$ cat src/hw/acqr_defs.svh
`ifndef ACQR_DEFS_SVH
`define ACQR_DEFS_SVH

// ****************************************
// Address windows (word indices)
// ****************************************
`define ACQR_BASE_BLK 4'hE
`define ACQR_BASE_NBLK 4'hF

// ****************************************
// Register offsets (word indices)
// ****************************************
`define ACQR_OFS_EXT_TEMP_VALUE_HI 8'h66
`define ACQR_OFS_EXT_TEMP_VALUE_LO 8'h67
`define ACQR_OFS_CURRENT_VALUE_W 8'h68
`define ACQR_OFS_CURRENT_VALUE_HI 8'h69
`define ACQR_OFS_CURRENT_VALUE_LO 8'h6A
`define ACQR_OFS_VOLTAGE_VALUE 8'h6C
`define ACQR_OFS_LOWPASS_COEF_COUNT 8'h6E
`define ACQR_OFS_PERIOD 8'h70

// ****************************************
// Reset values and fields
// ****************************************
`define ACQR_RST_LOWPASS_COEF_COUNT 4'hE
`define ACQR_RST_PERIOD 16'h0000
`define ACQR_LOWPASS_COEF_COUNT_W 4

// ****************************************
// Timing
// ****************************************
`define ACQR_BLK_WAIT 2'h2

`endif

$ cat src/hw/acqr_pkg.sv
package acqr_pkg;

  // Register selected by a decoded offset
  typedef enum {
    REG_NONE,
    REG_EXT_TEMP_VALUE_HI,
    REG_EXT_TEMP_VALUE_LO,
    REG_CURRENT_VALUE_W,
    REG_CURRENT_VALUE_HI,
    REG_CURRENT_VALUE_LO,
    REG_VOLTAGE_VALUE,
    REG_LOWPASS_COEF_COUNT,
    REG_PERIOD
  } acqr_reg_t;

  // Which current part is held for the partner read
  typedef enum {
    LOCK_NONE,
    LOCK_LOW_HELD,
    LOCK_HIGH_HELD
  } acqr_lock_t;

  // Bus slave sequence
  typedef enum {
    BUS_IDLE,
    BUS_WAIT,
    BUS_DONE
  } acqr_bus_t;

  // Strobed 16-bit result
  typedef struct packed {
    logic valid;
    logic [15:0] data;
  } acqr_res16_t;

  // Strobed 24-bit signed current result
  typedef struct packed {
    logic valid;
    logic [23:0] data;
  } acqr_res24_t;

  // Acquisition start pulses
  typedef struct packed {
    logic current;
    logic temp;
  } acqr_start_t;

endpackage : acqr_pkg

$ cat src/hw/acqr_trig.sv
`timescale 1ns/1ns
`default_nettype none
module acqr_trig #(
  parameter int PERIOD_W = 16
) (
  // Clock and reset
  input wire logic pclk,
  input wire logic presetn,
  // Control
  input wire logic lowpower_acq_clock,
  input wire logic lp_mode,
  input wire logic [PERIOD_W-1:0] trigger_period,
  input wire logic current_en,
  input wire logic temp_en,
  // Start pulses
  output acqr_pkg::acqr_start_t start
);

  logic [PERIOD_W-1:0] cnt_r;
  logic hit;

  // Match against the period; zero matches every tick
  assign hit = lp_mode && lowpower_acq_clock && (cnt_r == trigger_period);

  // ****************************************
  // Trigger counter
  // ****************************************
  // Held at zero outside low-power mode so each entry starts a fresh period
  always_ff @(posedge pclk or negedge presetn) begin
    if (!presetn) begin
      cnt_r <= '0;
    end else if (!lp_mode) begin
      cnt_r <= '0;
    end else if (hit) begin
      cnt_r <= '0;
    end else if (lowpower_acq_clock) begin
      cnt_r <= cnt_r + 1'b1;
    end
  end

  // ****************************************
  // Start pulses
  // ****************************************
  // One pulse per enabled channel, registered for clean timing
  always_ff @(posedge pclk or negedge presetn) begin
    if (!presetn) begin
      start <= '0;
    end else begin
      start.current <= hit && current_en;
      start.temp <= hit && temp_en;
    end
  end

endmodule : acqr_trig
`default_nettype wire

$ cat src/hw/acqr_regs.sv
// Our own choice: register access over APB.
`timescale 1ns/1ns
`default_nettype none
`include "acqr_defs.svh"
module acqr_regs #(
  parameter int ADDR_W = 14,
  parameter logic [1:0] BLK_WAIT = `ACQR_BLK_WAIT
) (
  // Clock and reset
  input wire logic pclk,
  input wire logic presetn,
  // APB slave
  input wire logic psel,
  input wire logic penable,
  input wire logic pwrite,
  input wire logic [ADDR_W-1:0] paddr,
  input wire logic [31:0] pwdata,
  input wire logic [3:0] pstrb,
  input wire logic access_16b,
  output logic [31:0] prdata,
  output logic pready,
  output logic pslverr,
  // New results from the channels
  input wire acqr_pkg::acqr_res16_t ext_temp_value,
  input wire acqr_pkg::acqr_res24_t current_value,
  input wire acqr_pkg::acqr_res16_t voltage_value,
  // Low-power trigger
  input wire logic lowpower_acq_clock,
  input wire logic lp_mode,
  input wire logic current_en,
  input wire logic temp_en,
  output acqr_pkg::acqr_start_t acq_start,
  // Filter setting
  output logic [`ACQR_LOWPASS_COEF_COUNT_W-1:0] lowpass_coef_count
);

  // ****************************************
  // Decode helpers
  // ****************************************

  // Map a word offset to a register. Offsets are word indices, so the
  // byte address on the bus is four times window plus offset; the two
  // lowest address bits carry no meaning and are not decoded.
  function automatic acqr_pkg::acqr_reg_t decode(input logic [7:0] ofs);
    acqr_pkg::acqr_reg_t r;
    case (ofs)
      `ACQR_OFS_EXT_TEMP_VALUE_HI: r = acqr_pkg::REG_EXT_TEMP_VALUE_HI;
      `ACQR_OFS_EXT_TEMP_VALUE_LO: r = acqr_pkg::REG_EXT_TEMP_VALUE_LO;
      `ACQR_OFS_CURRENT_VALUE_W: r = acqr_pkg::REG_CURRENT_VALUE_W;
      `ACQR_OFS_CURRENT_VALUE_HI: r = acqr_pkg::REG_CURRENT_VALUE_HI;
      `ACQR_OFS_CURRENT_VALUE_LO: r = acqr_pkg::REG_CURRENT_VALUE_LO;
      `ACQR_OFS_VOLTAGE_VALUE: r = acqr_pkg::REG_VOLTAGE_VALUE;
      `ACQR_OFS_LOWPASS_COEF_COUNT: r = acqr_pkg::REG_LOWPASS_COEF_COUNT;
      `ACQR_OFS_PERIOD: r = acqr_pkg::REG_PERIOD;
      default: r = acqr_pkg::REG_NONE;
    endcase
    return r;
  endfunction : decode

  // Check the access size allowed for each register. A size that the
  // register does not support is refused with an error rather than
  // returning part of a value, so software notices the slip at once.
  function automatic logic size_ok(input acqr_pkg::acqr_reg_t r, input logic wide);
    logic ok;
    case (r)
      acqr_pkg::REG_EXT_TEMP_VALUE_HI: ok = 1'b1;
      acqr_pkg::REG_EXT_TEMP_VALUE_LO: ok = !wide;
      acqr_pkg::REG_CURRENT_VALUE_W: ok = wide;
      acqr_pkg::REG_CURRENT_VALUE_HI: ok = !wide;
      acqr_pkg::REG_CURRENT_VALUE_LO: ok = wide;
      acqr_pkg::REG_VOLTAGE_VALUE: ok = wide;
      acqr_pkg::REG_LOWPASS_COEF_COUNT: ok = 1'b1;
      acqr_pkg::REG_PERIOD: ok = wide;
      default: ok = 1'b0;
    endcase
    return ok;
  endfunction : size_ok

  // ****************************************
  // State
  // ****************************************
  // Bus sequence and the request kept from setup
  acqr_pkg::acqr_bus_t bus_r;
  acqr_pkg::acqr_bus_t bus_nxt;
  acqr_pkg::acqr_lock_t lock_r;
  acqr_pkg::acqr_reg_t sel_reg;
  acqr_pkg::acqr_reg_t cur_reg_r;
  logic [1:0] wait_r;
  // Live results and the holds for atomic current reads
  logic [15:0] ext_temp_value_r;
  logic [23:0] current_value_r;
  logic [15:0] voltage_value_r;
  logic [15:0] current_value_low_hold_r;
  logic [7:0] current_value_high_hold_r;
  // Software registers and read data
  logic [`ACQR_LOWPASS_COEF_COUNT_W-1:0] lowpass_coef_count_r;
  logic [15:0] period_r;
  logic [31:0] prdata_r;
  logic err_r;
  logic wide_r;
  // Decode and phase of the current request
  logic win_hit;
  logic win_blk;
  logic setup;
  logic done;
  logic legal;
  logic [7:0] ofs;
  logic [3:0] base;

  // ****************************************
  // Address windows
  // ****************************************
  // Word index is paddr[13:2]; upper nibble picks the window.
  // Any other window still completes, with an error, so a stray
  // access never stalls the bus.
  assign ofs = paddr[9:2];
  assign base = paddr[13:10];
  assign win_blk = (base == `ACQR_BASE_BLK);
  assign win_hit = win_blk || (base == `ACQR_BASE_NBLK);
  assign sel_reg = win_hit ? decode(ofs) : acqr_pkg::REG_NONE;
  assign legal = size_ok(sel_reg, access_16b);
  assign setup = psel && !penable && (bus_r == acqr_pkg::BUS_IDLE);
  assign done = psel && penable && (bus_r == acqr_pkg::BUS_DONE);

  // ****************************************
  // Bus sequence
  // ****************************************
  // Blocking window adds wait states, non-blocking answers at once.
  // The wait test is one or less, so a wait count of zero still gives
  // one wait state instead of hanging the bus.
  always_comb begin
    bus_nxt = bus_r;
    case (bus_r)
      acqr_pkg::BUS_IDLE: begin
        if (setup) begin
          bus_nxt = win_blk ? acqr_pkg::BUS_WAIT : acqr_pkg::BUS_DONE;
        end
      end
      acqr_pkg::BUS_WAIT: begin
        if (wait_r <= 2'h1) begin
          bus_nxt = acqr_pkg::BUS_DONE;
        end
      end
      acqr_pkg::BUS_DONE: begin
        if (done) begin
          bus_nxt = acqr_pkg::BUS_IDLE;
        end
      end
      default: bus_nxt = acqr_pkg::BUS_IDLE;
    endcase
  end

  // Sequence register
  always_ff @(posedge pclk or negedge presetn) begin
    if (!presetn) begin
      bus_r <= acqr_pkg::BUS_IDLE;
    end else begin
      bus_r <= bus_nxt;
    end
  end

  // Wait-state counter for the blocking window
  always_ff @(posedge pclk or negedge presetn) begin
    if (!presetn) begin
      wait_r <= 2'h0;
    end else if (setup) begin
      wait_r <= BLK_WAIT;
    end else if (wait_r != 2'h0) begin
      wait_r <= wait_r - 2'h1;
    end
  end

  // Handshake outputs; error only shows alongside ready
  // Read data is held from setup, so it is valid whenever pready is
  assign pready = (bus_r == acqr_pkg::BUS_DONE);
  assign pslverr = pready && err_r;
  assign prdata = prdata_r;

  // Request details kept for the write at completion
  always_ff @(posedge pclk or negedge presetn) begin
    if (!presetn) begin
      cur_reg_r <= acqr_pkg::REG_NONE;
      err_r <= 1'b0;
      wide_r <= 1'b0;
    end else if (setup) begin
      cur_reg_r <= sel_reg;
      err_r <= !legal;
      wide_r <= access_16b;
    end
  end

  // ****************************************
  // Result capture
  // ****************************************
  // Strobes from the channels refresh the live values. A strobe in the
  // setup cycle of a read lands after the read took its data, so that
  // read still returns the older conversion.
  always_ff @(posedge pclk or negedge presetn) begin
    if (!presetn) begin
      ext_temp_value_r <= 16'h0000;
      current_value_r <= 24'h000000;
      voltage_value_r <= 16'h0000;
    end else begin
      if (ext_temp_value.valid) begin
        ext_temp_value_r <= ext_temp_value.data;
      end
      if (current_value.valid) begin
        current_value_r <= current_value.data;
      end
      if (voltage_value.valid) begin
        voltage_value_r <= voltage_value.data;
      end
    end
  end

  // ****************************************
  // Atomic current read
  // ****************************************
  // Read side effects act once, in the setup cycle, so wait states
  // cannot repeat them. A refused read has no side effect.
  // Reading one part captures the other; the next read of the other
  // part returns the capture and frees the hold. Reading the same part
  // again captures afresh, so an abandoned pair never goes stale.
  always_ff @(posedge pclk or negedge presetn) begin
    if (!presetn) begin
      lock_r <= acqr_pkg::LOCK_NONE;
      current_value_low_hold_r <= 16'h0000;
      current_value_high_hold_r <= 8'h00;
    end else if (setup && !pwrite && legal) begin
      case (sel_reg)
        acqr_pkg::REG_CURRENT_VALUE_W, acqr_pkg::REG_CURRENT_VALUE_HI: begin
          if (lock_r == acqr_pkg::LOCK_HIGH_HELD) begin
            lock_r <= acqr_pkg::LOCK_NONE;
          end else begin
            current_value_low_hold_r <= current_value_r[15:0];
            lock_r <= acqr_pkg::LOCK_LOW_HELD;
          end
        end
        acqr_pkg::REG_CURRENT_VALUE_LO: begin
          if (lock_r == acqr_pkg::LOCK_LOW_HELD) begin
            lock_r <= acqr_pkg::LOCK_NONE;
          end else begin
            current_value_high_hold_r <= current_value_r[23:16];
            lock_r <= acqr_pkg::LOCK_HIGH_HELD;
          end
        end
        default: lock_r <= lock_r;
      endcase
    end
  end

  // ****************************************
  // Read data
  // ****************************************
  // Captured at setup; unused upper bits read zero
  // The current high byte is not sign-extended on a 16-bit read;
  // software extends bit 7 itself when it needs the signed value.
  always_ff @(posedge pclk or negedge presetn) begin
    if (!presetn) begin
      prdata_r <= 32'h00000000;
    end else if (setup) begin
      prdata_r <= 32'h00000000;
      if (!pwrite && legal) begin
        case (sel_reg)
          acqr_pkg::REG_EXT_TEMP_VALUE_HI: begin
            if (access_16b) begin
              prdata_r[15:0] <= ext_temp_value_r;
            end else begin
              prdata_r[7:0] <= ext_temp_value_r[15:8];
            end
          end
          acqr_pkg::REG_EXT_TEMP_VALUE_LO: prdata_r[7:0] <= ext_temp_value_r[7:0];
          acqr_pkg::REG_CURRENT_VALUE_W, acqr_pkg::REG_CURRENT_VALUE_HI: begin
            // High byte comes from the hold when the low word led
            if (lock_r == acqr_pkg::LOCK_HIGH_HELD) begin
              prdata_r[7:0] <= current_value_high_hold_r;
            end else begin
              prdata_r[7:0] <= current_value_r[23:16];
            end
          end
          acqr_pkg::REG_CURRENT_VALUE_LO: begin
            if (lock_r == acqr_pkg::LOCK_LOW_HELD) begin
              prdata_r[15:0] <= current_value_low_hold_r;
            end else begin
              prdata_r[15:0] <= current_value_r[15:0];
            end
          end
          acqr_pkg::REG_VOLTAGE_VALUE: prdata_r[15:0] <= voltage_value_r;
          acqr_pkg::REG_LOWPASS_COEF_COUNT: prdata_r[`ACQR_LOWPASS_COEF_COUNT_W-1:0] <= lowpass_coef_count_r;
          acqr_pkg::REG_PERIOD: prdata_r[15:0] <= period_r;
          default: prdata_r <= 32'h00000000;
        endcase
      end
    end
  end

  // ****************************************
  // Writable registers
  // ****************************************
  // Writes land at the completing edge; result registers have no
  // write path at all, so writes there are simply dropped
  always_ff @(posedge pclk or negedge presetn) begin
    if (!presetn) begin
      lowpass_coef_count_r <= `ACQR_RST_LOWPASS_COEF_COUNT;
    end else if (done && pwrite && !err_r && pstrb[0] &&
                 (cur_reg_r == acqr_pkg::REG_LOWPASS_COEF_COUNT)) begin
      lowpass_coef_count_r <= pwdata[`ACQR_LOWPASS_COEF_COUNT_W-1:0];
    end
  end

  // Period takes a whole 16-bit write or nothing, so the counter
  // never compares against a half-updated value
  always_ff @(posedge pclk or negedge presetn) begin
    if (!presetn) begin
      period_r <= `ACQR_RST_PERIOD;
    end else if (done && pwrite && !err_r && wide_r && (pstrb[1:0] == 2'h3) &&
                 (cur_reg_r == acqr_pkg::REG_PERIOD)) begin
      period_r <= pwdata[15:0];
    end
  end

  assign lowpass_coef_count = lowpass_coef_count_r;

  // ****************************************
  // Low-power trigger
  // ****************************************
  // Counter and start pulses live in their own module, so the period
  // compare stays apart from the bus logic and is easy to reuse
  acqr_trig #(
    .PERIOD_W(16)
  ) u_trig (
    .pclk(pclk),
    .presetn(presetn),
    .lowpower_acq_clock(lowpower_acq_clock),
    .lp_mode(lp_mode),
    .trigger_period(period_r),
    .current_en(current_en),
    .temp_en(temp_en),
    .start(acq_start)
  );

endmodule : acqr_regs
`default_nettype wire

$ cat config.mk
export PLATFORM = sky130hd
export DESIGN_NAME = acqr_regs
export DESIGN_NICKNAME = d
export VERILOG_FILES = /design/src/hw/acqr_pkg.sv /design/src/hw/acqr_trig.sv /design/src/hw/acqr_regs.sv
export VERILOG_INCLUDE_DIRS = /design/src /design/src/hw
export SDC_FILE = /design/constraint.sdc
export NUM_CORES = 1
export LEC_CHECK = 0
export ABC_CLOCK_PERIOD_IN_PS = 5200
export BUFFER_PORTS_ARGS = -buffer_cell sky130_fd_sc_hd__buf_2
export CAP_MARGIN = 15
export CORE_UTILIZATION = 59
export DETAILED_ROUTE_END_ITERATION = 10
export GPL_ROUTABILITY_DRIVEN = 0
export PLACE_DENSITY = 0.89
export SLEW_MARGIN = 40
export SYNTH_ARGS = -nofsm -noshare
export SYNTH_HDL_FRONTEND = slang
export SYNTH_HIERARCHICAL = 1
export SYNTH_SLANG_ARGS = --single-unit
export TNS_END_PERCENT = 10
$ cat constraint.sdc
create_clock -name pclk -period 5.2 [get_ports pclk]
set_input_delay 1.04 -clock pclk [delete_from_list [all_inputs] [get_ports pclk]]
set_output_delay 1.04 -clock pclk [all_outputs]
set_load 0.01 [all_outputs]
==> results of run 1 <==
critical path, stage by stage:
cell and delay (ps):
buf_2 110, and3_1 430, and4_1 750, nor4_2 210, o31ai_4 440, buf_6 230
mux2_2 350
cell families after synthesis:
logic type / synth area share
adders and majority gates: 0.00503
and+or+nand+nor: 0.148
muxes: 0.187
DFF: 0.490
AOI/OAI and AO/OA: 0.106
other: 0.000502
buffers and inverters: 0.0426
xor gates and xnor gates: 0.0211
power groups by stage:
stage	combinational (mW)	clock (mW)	sequential, mW
floorplan	0.150	0	1.24
global placement	0.219	0	1.25
detailed placement	0.234	0	1.26
CTS	0.237	1.14	1.24
global route	0.267	1.20	1.25
finish	0.236	1.13	1.24
state kept, by name, indices dropped and copies added, names as in the netlist, 2 cells and up:
name                       flops
prdata                        16
ext_temp_value_r              16
u_trig/cnt_r                  16
cur_reg_r                      4
period_r                      16
current_value_high_hold_r      8
lowpass_coef_count             4
current_value_r               24
current_value_low_hold_r      16
lock_r                         2
wait_r                         2
bus_r                          2
voltage_value_r               16
u_trig/start                   2
placed cells by master (no fill, tap or decap), types with 4 or more instances in the layout:
cell type / count
a2111oi_0: 5
a211oi_1: 8
a221o_1: 4
a222oi_1: 4
a22o_1: 15
a22oi_1: 8
a31o_1: 7
and2_0: 4
and2_1: 4
and3_1: 10
and3b_1: 4
buf_2: 121
clkbuf_16: 17
clkinvlp_4: 4
conb_1: 16
dfrtp_1: 143
inv_1: 7
mux2_1: 10
mux2_2: 91
mux2i_1: 26
nand2_1: 50
nand2b_1: 5
nand3_1: 14
nand3b_1: 7
nand4_1: 6
nand4b_1: 4
nor2_1: 31
nor3_1: 5
nor3b_1: 6
nor4_1: 7
nor4_2: 6
o2111ai_1: 4
o21ai_0: 17
o2bb2ai_1: 7
xor2_1: 16
final cells by class:
type	instances	area [sq um]
Clock buffer	20	437
Clock inverter	12	110
Fill cell	813	3490
Inverter	7	26.3
Multi-Input combinational cell	450	3570
Sequential cell	146	3660
Tap cell	168	210
Timing Repair Buffer	126	658
metal layers:
metal	vias up	GRT usage	share of wire
met1	2832	0.395	0.42
li1	2558	-	-
met5	-	0	0
met2	320	0.454	0.47
met3	47	0.0667	0.081
met4	0	0.149	0.034
how the worst max path moves through the flow:
stage	to	startpoint
floorplan	current_value_high_hold_r[0]	paddr[9]
global placement	prdata[1]	paddr[12]
detailed placement	current_value_low_hold_r[2]	paddr[12]
CTS	current_value_low_hold_r[2]	paddr[12]
global route	current_value_low_hold_r[2]	paddr[12]
finish	current_value_low_hold_r[2]	paddr[12]
==> metrics.yaml, run 1 <==
placement:
  dpl.cell_count: 895
  dp_hpwl_mm: 13.1
  io_buffers: 122
  dpl_worst_slack_ps: 1390
  placed_cell_area_sq_mm: 0.00810
floorplan:
  die_h_um: 114
  core_area_sq_mm: 0.0122
  dieArea_sq_mm: 0.0131
  die_w_um: 114
  initial_core_util: 0.614
  std_cell_rows: 40
  io_pins: 159
sta:
  worst_pin_slew_ps: 795
  fin_worst_skew_ps: 5.93
  clock.fmax_mhz: 306
  setup-tns-final_ps: 0
  finalSetupViolations: 0
  fin_crit_sh: 0.628
  worst_slack_ps: 1930
  rsz0062_at_grt: "no"
  whs_ps: 494
  period_needed_ps: 3270
  relSlewSlack: 0.469
  hold_viol_final: 0
  maxSlewViolCount: 0
worst_setup_path:
  worstReg2RegEnd: "current_value_high_hold_r[4]"
  startpoint_type: "input pin"
  cp_max_fo: 18
  cp.arrival_ps: 3570
  r2r-start: "bus_r[0]"
  required_ps: 5510
  end_kind: "flop"
  r2r_slack_ps: 2470
  critical_path_class: "input pin to flop"
  reg2reg_depth: 5
power:
  internal_power_mw: 1.96
  p_sw_frac: 0.247
  power_frac_comb: 0.090
  seqPwrFrac: 0.476
  power_frac_clock: 0.434
  power_leakage_nw: 4.04
  finalPower_mw: 2.61
  ir_drop_mv: 0.213
  power_density_mw_per_mm2: 300
  switchingPower_uw: 643
min_path:
  holdPathStages: 1
  hold_path_end: "current_value_low_hold_r[12]"
  hold_path.class: "flop to flop"
  hp-start: "current_value_low_hold_r[12]"
yosys:
  synth_flop_cell: "dfrtp_1"
  synth_area_sq_mm: 0.00746
  synth-edff-count: 0
  synth_top_area_frac: 0.479
  synth_most_common_cell: "dfrtp_1"
  yosys_warnings: 6
  synthCells: 641
  synth_seq_cells: 146
  ys_top_cells_by_count: "143 x dfrtp_1, 91 x mux2_2, 50 x nand2_1, 31 x nor2_1, 26 x mux2i_1"
  synth_area_leaders: "dfrtp_1 48%, mux2_2 14%, mux2i_1 3.5%"
  synth_area_leader_cell: "dfrtp_1"
  synthArstFlopShare: 1.00
  yosysSeqAreaShare: 0.490
  syn_area_per_cell_sq_um: 11.6
  ys_types: 71
routing:
  viasPerCell: 6.20
  dr.first_iter.drc_count: 587
  via_count: 5757
  finalWirelength_mm: 18.1
  drc_errors: 0
  firstDrtPassIters: 5
  wl_per_cell_um: 19.5
  ant_nets: 0
final_layout:
  syn_to_final_growth_pct: 16.2
  diodes: 0
  fin_nets: 870
  layout-drive-gt1-share: 0.352
  post-route-util: 0.713
  stdcell_area_sq_mm: 0.00867
  finalNonFillerCells: 929
status:
  status: "finished, final reports clean"
clock_tree:
  ctsHoldBuffers: 0
  worstSkewPairLatency_ps: 420
  cts-resized-gates: 0
  cts_setup_buffers: 0
  htreeDepth: 4
  cts_tree: "yes"
  numCtsBuffers: 17
  clk_path_buf_depth: 2
  cts.clk_slew.worst_paths_ps: 60
  cts.sinks: 146
  root_buffer: "clkbuf_16"
flow_run:
  maxCapViolations: 0
global_route:
  grt_pass1_wl_mm: 28.8
  overflow: 0
  grt_usage: 0.295
  grt_max_degree: 103
  grt_pass1_vias: 5612
  antenna_found_initial: 0
Note: power is estimated with default switching activity, not from simulation.
==> run 2, diff against run 1 <==
ABC_AREA = 1   (was unset)
ABC_CLOCK_PERIOD_IN_PS = 3000   (was 5200)
CORE_UTILIZATION = 50   (was 59)
PLACE_DENSITY = 0.8   (was 0.89)
clock period = 3 ns   (was 5.2 ns; I/O delays follow)
==> metrics.yaml, run 2 <==
sta:
  hold_viol_final: 0
  rsz0062_at_grt: "no"
  finalSetupViolations: 0
  relSlewSlack: 0.457
  clock.fmax_mhz: 428
  fin_worst_skew_ps: 6.95
  period_needed_ps: 2340
  fin_crit_sh: 0.780
  setup-tns-final_ps: 0
  worst_pin_slew_ps: 814
  whs_ps: 99.4
  worst_slack_ps: 661
  maxSlewViolCount: 0
floorplan:
  die_h_um: 129
  std_cell_rows: 46
  die_w_um: 129
  initial_core_util: 0.510
  io_pins: 159
  dieArea_sq_mm: 0.0166
  core_area_sq_mm: 0.0158
worst_setup_path:
  cp.arrival_ps: 2650
  r2r-start: "bus_r[0]"
  critical_path_class: "input pin to flop"
  worstReg2RegEnd: "current_value_low_hold_r[5]"
  cp_max_fo: 22
  reg2reg_depth: 6
  required_ps: 3310
  r2r_slack_ps: 690
  crit_start: "paddr[9]"
  startpoint_type: "input pin"
  end_kind: "flop"
yosys:
  synthCells: 1068
  synth_area_leader_cell: "dfrtp_1"
  syn_area_per_cell_sq_um: 7.55
  ys_types: 41
  ys_top_cells_by_count: "361 x nand2_1, 143 x dfrtp_1, 118 x o21ai_0, 114 x inv_1, 74 x nor2_1"
  synth_top_area_frac: 0.444
  yosysSeqAreaShare: 0.453
  synth_seq_cells: 146
  yosys_warnings: 6
  synth_flop_cell: "dfrtp_1"
  synth_most_common_cell: "nand2_1"
  synthArstFlopShare: 1.00
  synth-edff-count: 0
  synth_area_sq_mm: 0.00807
  synth_area_leaders: "dfrtp_1 44%, nand2_1 17%, o21ai_0 7.3%"
placement:
  dpl.cell_count: 1378
  dpl_worst_slack_ps: 242
  io_buffers: 122
  dp_hpwl_mm: 14.9
routing:
  dr.first_iter.drc_count: 556
  via_count: 7234
  wl_per_cell_um: 14.5
  drc_errors: 0
  ant_nets: 0
  firstDrtPassIters: 5
  finalWirelength_mm: 20.4
  viasPerCell: 5.13
final_layout:
  finalNonFillerCells: 1409
  fin_nets: 1303
  syn_to_final_growth_pct: 16.5
  post-route-util: 0.594
  layout-drive-gt1-share: 0.210
  diodes: 0
  top_register: "current_value_r"
  final_common_cell: "nand2_1"
  largest_reg_flops: 24
  layout_common_cells: "361 x nand2_1, 143 x dfrtp_1, 121 x buf_2"
power:
  ir_drop_mv: 0.442
  seqPwrFrac: 0.446
  p_sw_frac: 0.260
  power_density_mw_per_mm2: 510
  switchingPower_mw: 1.24
  internal_power_mw: 3.55
  power_leakage_nw: 4.99
  power_frac_comb: 0.106
  power_frac_clock: 0.449
clock_tree:
  cts_tree: "yes"
  numCtsBuffers: 17
  cts-resized-gates: 0
  clk_path_buf_depth: 2
  cts_setup_buffers: 0
  cts.clk_slew.worst_paths_ps: 60
  root_buffer: "clkbuf_16"
  ctsHoldBuffers: 0
  cts.sinks: 146
  worstSkewPairLatency_ps: 430
  htreeDepth: 4
min_path:
  hold_path.class: "input pin to async pin"
global_route:
  grt_pass1_vias: 6825
  antenna_found_initial: 0
  grt_usage: 0.259
  grt_pass1_wl_mm: 32.8
  overflow: 0
  grt_max_degree: 65
status:
  status: "finished, final reports clean"
flow_run:
  maxCapViolations: 0
==> run 2: cell types whose count changed after synthesis, sizes merged, moves of 9 or more <==
cell	change
o21ai	+108
mux2	-87
inv	+123
a22o	-15
nand4	+30
mux2i	-26
nand2	+325
nor4	-12
nor2	+57
and3	-9
nand3	+35
==> run 2: final cells by class <==
cell class / instances / area, sq um
inverters: 136 / 510
well taps: 216 / 270
repair buffers: 137 / 754
clock buffers: 17 / 425
fillers: 1437 / 6430
multi-input cells: 743 / 3610
flip-flops and latches: 146 / 3660
clock inverters: 14 / 165
==> run 2: metal layers <==
metal | GRT usage | routed length (um)
met5 | 0 | 0
met4 | 0.107 | 614
met3 | 0.0553 | 1040
met2 | 0.436 | 9910
met1 | 0.325 | 8830
==> run 2: cell families after synthesis <==
family                     share of synthesized area
and+or+nand+nor                                0.313
buffers and inverters                          0.106
DFF                                            0.453
AOI/OAI and AO/OA                             0.0921
muxes                                         0.0195
xor gates and xnor gates                      0.0109
adders and majority gates                    0.00465
other                                       0.000465
==> run 2: worst max path at each step <==
stage | endpoint | slack, ps | depth (start not counted)
final | current_value_low_hold_r[5] | 660 | 15
after global placement | current_value_low_hold_r[13] | 330 | 15
after CTS | current_value_low_hold_r[5] | 650 | 15
after floorplan | prdata[0] | 900 | 15
after detailed placement | current_value_low_hold_r[12] | 240 | 15
after global routing | current_value_low_hold_r[5] | 510 | 15
==> run 2: worst max-delay path: stages <==
cell     delay [ps]
buf_2           100
inv_2            50
nand2_2          90
nor2_2          160
nand2_2         100
nand3_2         150
nand2_4          90
nor2_4          180
nand2_2         190
nand2_1         130
a21oi_2          50
nand2_4         280
nand3_4         260
nand2_1         150
nand2_1          70
==> run 2: power groups by stage <==
| stage | registers [mW] | clock network [mW] | logic [mW] |
|---|---|---|---|
| floorplan | 2.15 | 0 | 0.315 |
| global placement | 2.16 | 0 | 0.490 |
| detailed placement | 2.17 | 0 | 0.506 |
| CTS | 2.13 | 2.17 | 0.511 |
| global route | 2.14 | 2.25 | 0.577 |
| finish | 2.14 | 2.15 | 0.507 |
==> run 2: stage by stage <==
step | area [sq um] | power [mW]
after CTS | 9400 | 4.81
after global routing | 9400 | 4.97
final | 9400 | 4.79
after floorplan | 8120 | 2.47
after detailed placement | 8800 | 2.67
after global placement | 8800 | 2.65
==> run 3, diff against run 2 <==
ABC_CLOCK_PERIOD_IN_PS = 2100   (was 3000)
clock period = 2.1 ns   (was 3 ns; I/O delays follow)
==> metrics.yaml, run 3 (same netlist as run 2, synthesis figures left out) <==
worst_setup_path:
  path_buf_inv: 2
  required_ps: 2420
  cp_max_fo: 38
  crit_path_frequent_cell: "nand2_1"
  cpPeakStageDelay_ps: 420
  end_kind: "flop"
  critical_path_class: "flop to flop"
  r2r_slack_ps: 210
  cp_cell_sequence: "nor4_4, clkinv_1, nor2_2, buf_12, nand3_4, nand2_1, nand2_1"
  cp.arrival_ps: 2210
  path_delay_family: "simple AND/OR/NAND/NOR gates"
  slowest_stage: "dfrtp_1"
  startpoint_type: "flop"
routing:
  ant_nets: 0
  met1Wirelength_mm: 8.78
  viasPerCell: 5.16
  wl_per_cell_um: 14.5
  dr.first_iter.drc_count: 652
  via_count: 7385
  wl_met3_mm: 1.10
  maxUsedRoutingLayer: "met4"
  firstDrtPassIters: 5
  finalWirelength_mm: 20.7
  wl_met2_mm: 10.2
  drc_errors: 0
sta:
  worst_pin_slew_ps: 671
  period_needed_ps: 1890
  relSlewSlack: 0.553
  fin_worst_skew_ps: 12.3
  worst_slack_ps: 208
  maxSlewViolCount: 0
  rsz0062_at_grt: "no"
  hold_viol_final: 0
  clock.fmax_mhz: 529
  finalSetupViolations: 0
  fin_crit_sh: 0.901
  setup-tns-final_ps: 0
power:
  power_frac_clock: 0.460
  internal_power_mw: 5.23
  power_density_mw_per_mm2: 726
  power_frac_comb: 0.105
  power_leakage_nw: 5.13
  p_sw_frac: 0.254
  ir_drop_mv: 0.603
  seqPwrFrac: 0.435
  switchingPower_mw: 1.78
final_layout:
  fin_nets: 1323
  multi_input_area_sq_mm: 0.00361
  top_register: "current_value_r"
  largest_reg_flops: 24
  diodes: 0
  layout_common_cells: "361 x nand2_1, 143 x dfrtp_1, 121 x buf_2"
  nFillCells: 1383
  final_common_cell: "nand2_1"
  syn_to_final_growth_pct: 19.6
  layout-drive-gt1-share: 0.222
  regArea_sq_mm: 0.00366
floorplan:
  core_area_sq_mm: 0.0158
  die_h_um: 129
  die_w_um: 129
  io_pins: 159
  dieArea_sq_mm: 0.0166
  std_cell_rows: 46
  initial_core_util: 0.510
placement:
  io_buffers: 122
  dp_hpwl_mm: 14.9
  dpl_worst_slack_ps: -210
clock_tree:
  cts_tree: "yes"
  numCtsBuffers: 17
  htreeDepth: 4
  clk_path_buf_depth: 2
  root_buffer: "clkbuf_16"
  cts-resized-gates: 0
  cts.clk_slew.worst_paths_ps: 60
  worstSkewPairLatency_ps: 430
  cts.sinks: 146
flow_run:
  maxCapViolations: 0
global_route:
  antenna_found_initial: 0
  grt_pass1_vias: 7026
  grt_pass1_wl_mm: 33.6
  grt_max_degree: 58
  overflow: 0
  grt_usage: 0.264
min_path:
  hold_path.class: "input pin to flop"
status:
  status: "finished, final reports clean"
-- run 3: final timing paths --
check                                       startpoint                      endpoint  cells after the start
setup reg to reg                              bus_r[1]   current_value_low_hold_r[6]                      7
min in group asynchronous                      presetn            voltage_value_r[2]                      2
setup / recovery                              bus_r[1]   current_value_low_hold_r[6]                      7
hold reg to reg            current_value_low_hold_r[0]   current_value_low_hold_r[0]                      2
hold / removal                        current_value[6]            current_value_r[6]                      3
max in group asynchronous                      presetn  current_value_low_hold_r[13]                      3
-- run 3: metrics by stage --
| stage | instance area (sq um) | util | hold WS (ps) | total power, mW | std cells |
|---|---|---|---|---|---|
| 6_report | 9650 | 0.610 | 196 | 7.01 | 1430 |
| 4_1_cts | 9650 | 0.610 | 189 | 7.04 | 1430 |
| 5_1_grt | 9650 | 0.610 | 201 | 7.26 | 1430 |
| 3_5_place_dp | 9010 | 0.569 | 381 | 3.83 | 1397 |
| 3_3_place_gp | 9010 | 0.569 | 382 | 3.79 | 1397 |
| 2_1_floorplan | 8120 | - | 124 | 3.52 | 1083 |
-- run 3: area by class of cell --
class / instances / share of cell area
flip-flops and latches: 146 / 0.379
multi-input cells: 743 / 0.374
repair buffers: 157 / 0.100
inverters: 136 / 0.0529
clock buffers: 22 / 0.0502
well taps: 216 / 0.0280
clock inverters: 10 / 0.0153
-- run 3: power groups by stage --
stage                     clock network, mW  registers [mW]  logic (mW)
after floorplan                           0            3.07       0.449
after global placement                    0            3.09       0.706
after detailed placement                  0            3.10       0.732
after CTS                              3.25            3.05       0.740
after global routing                   3.36            3.07       0.836
final                                  3.22            3.05       0.738
-- run 3: worst reg2reg max path: stages (launching register included) --
cell and delay [ps]:
dfrtp_1 420, nor4_4 360, clkinv_1 160, nor2_2 170, buf_12 230, nand3_4 250, nand2_1 150, nand2_1 50
-- run 3: routing by layer --
layer  up-vias  global-route usage
li1       3594                   -
met1      3473               0.333
met2       268               0.447
met3        50              0.0483
met4         0               0.116
met5         -                   0
-- run 3: repair_timing --
| item | CTS | global route |
|---|---|---|
| endpoints found under the setup margin | 0 | 10 |
| hold endpoints to repair | 40 | 0 |
| hold buffers | 1 | 0 |
| buffers inserted | 0 | 0 |
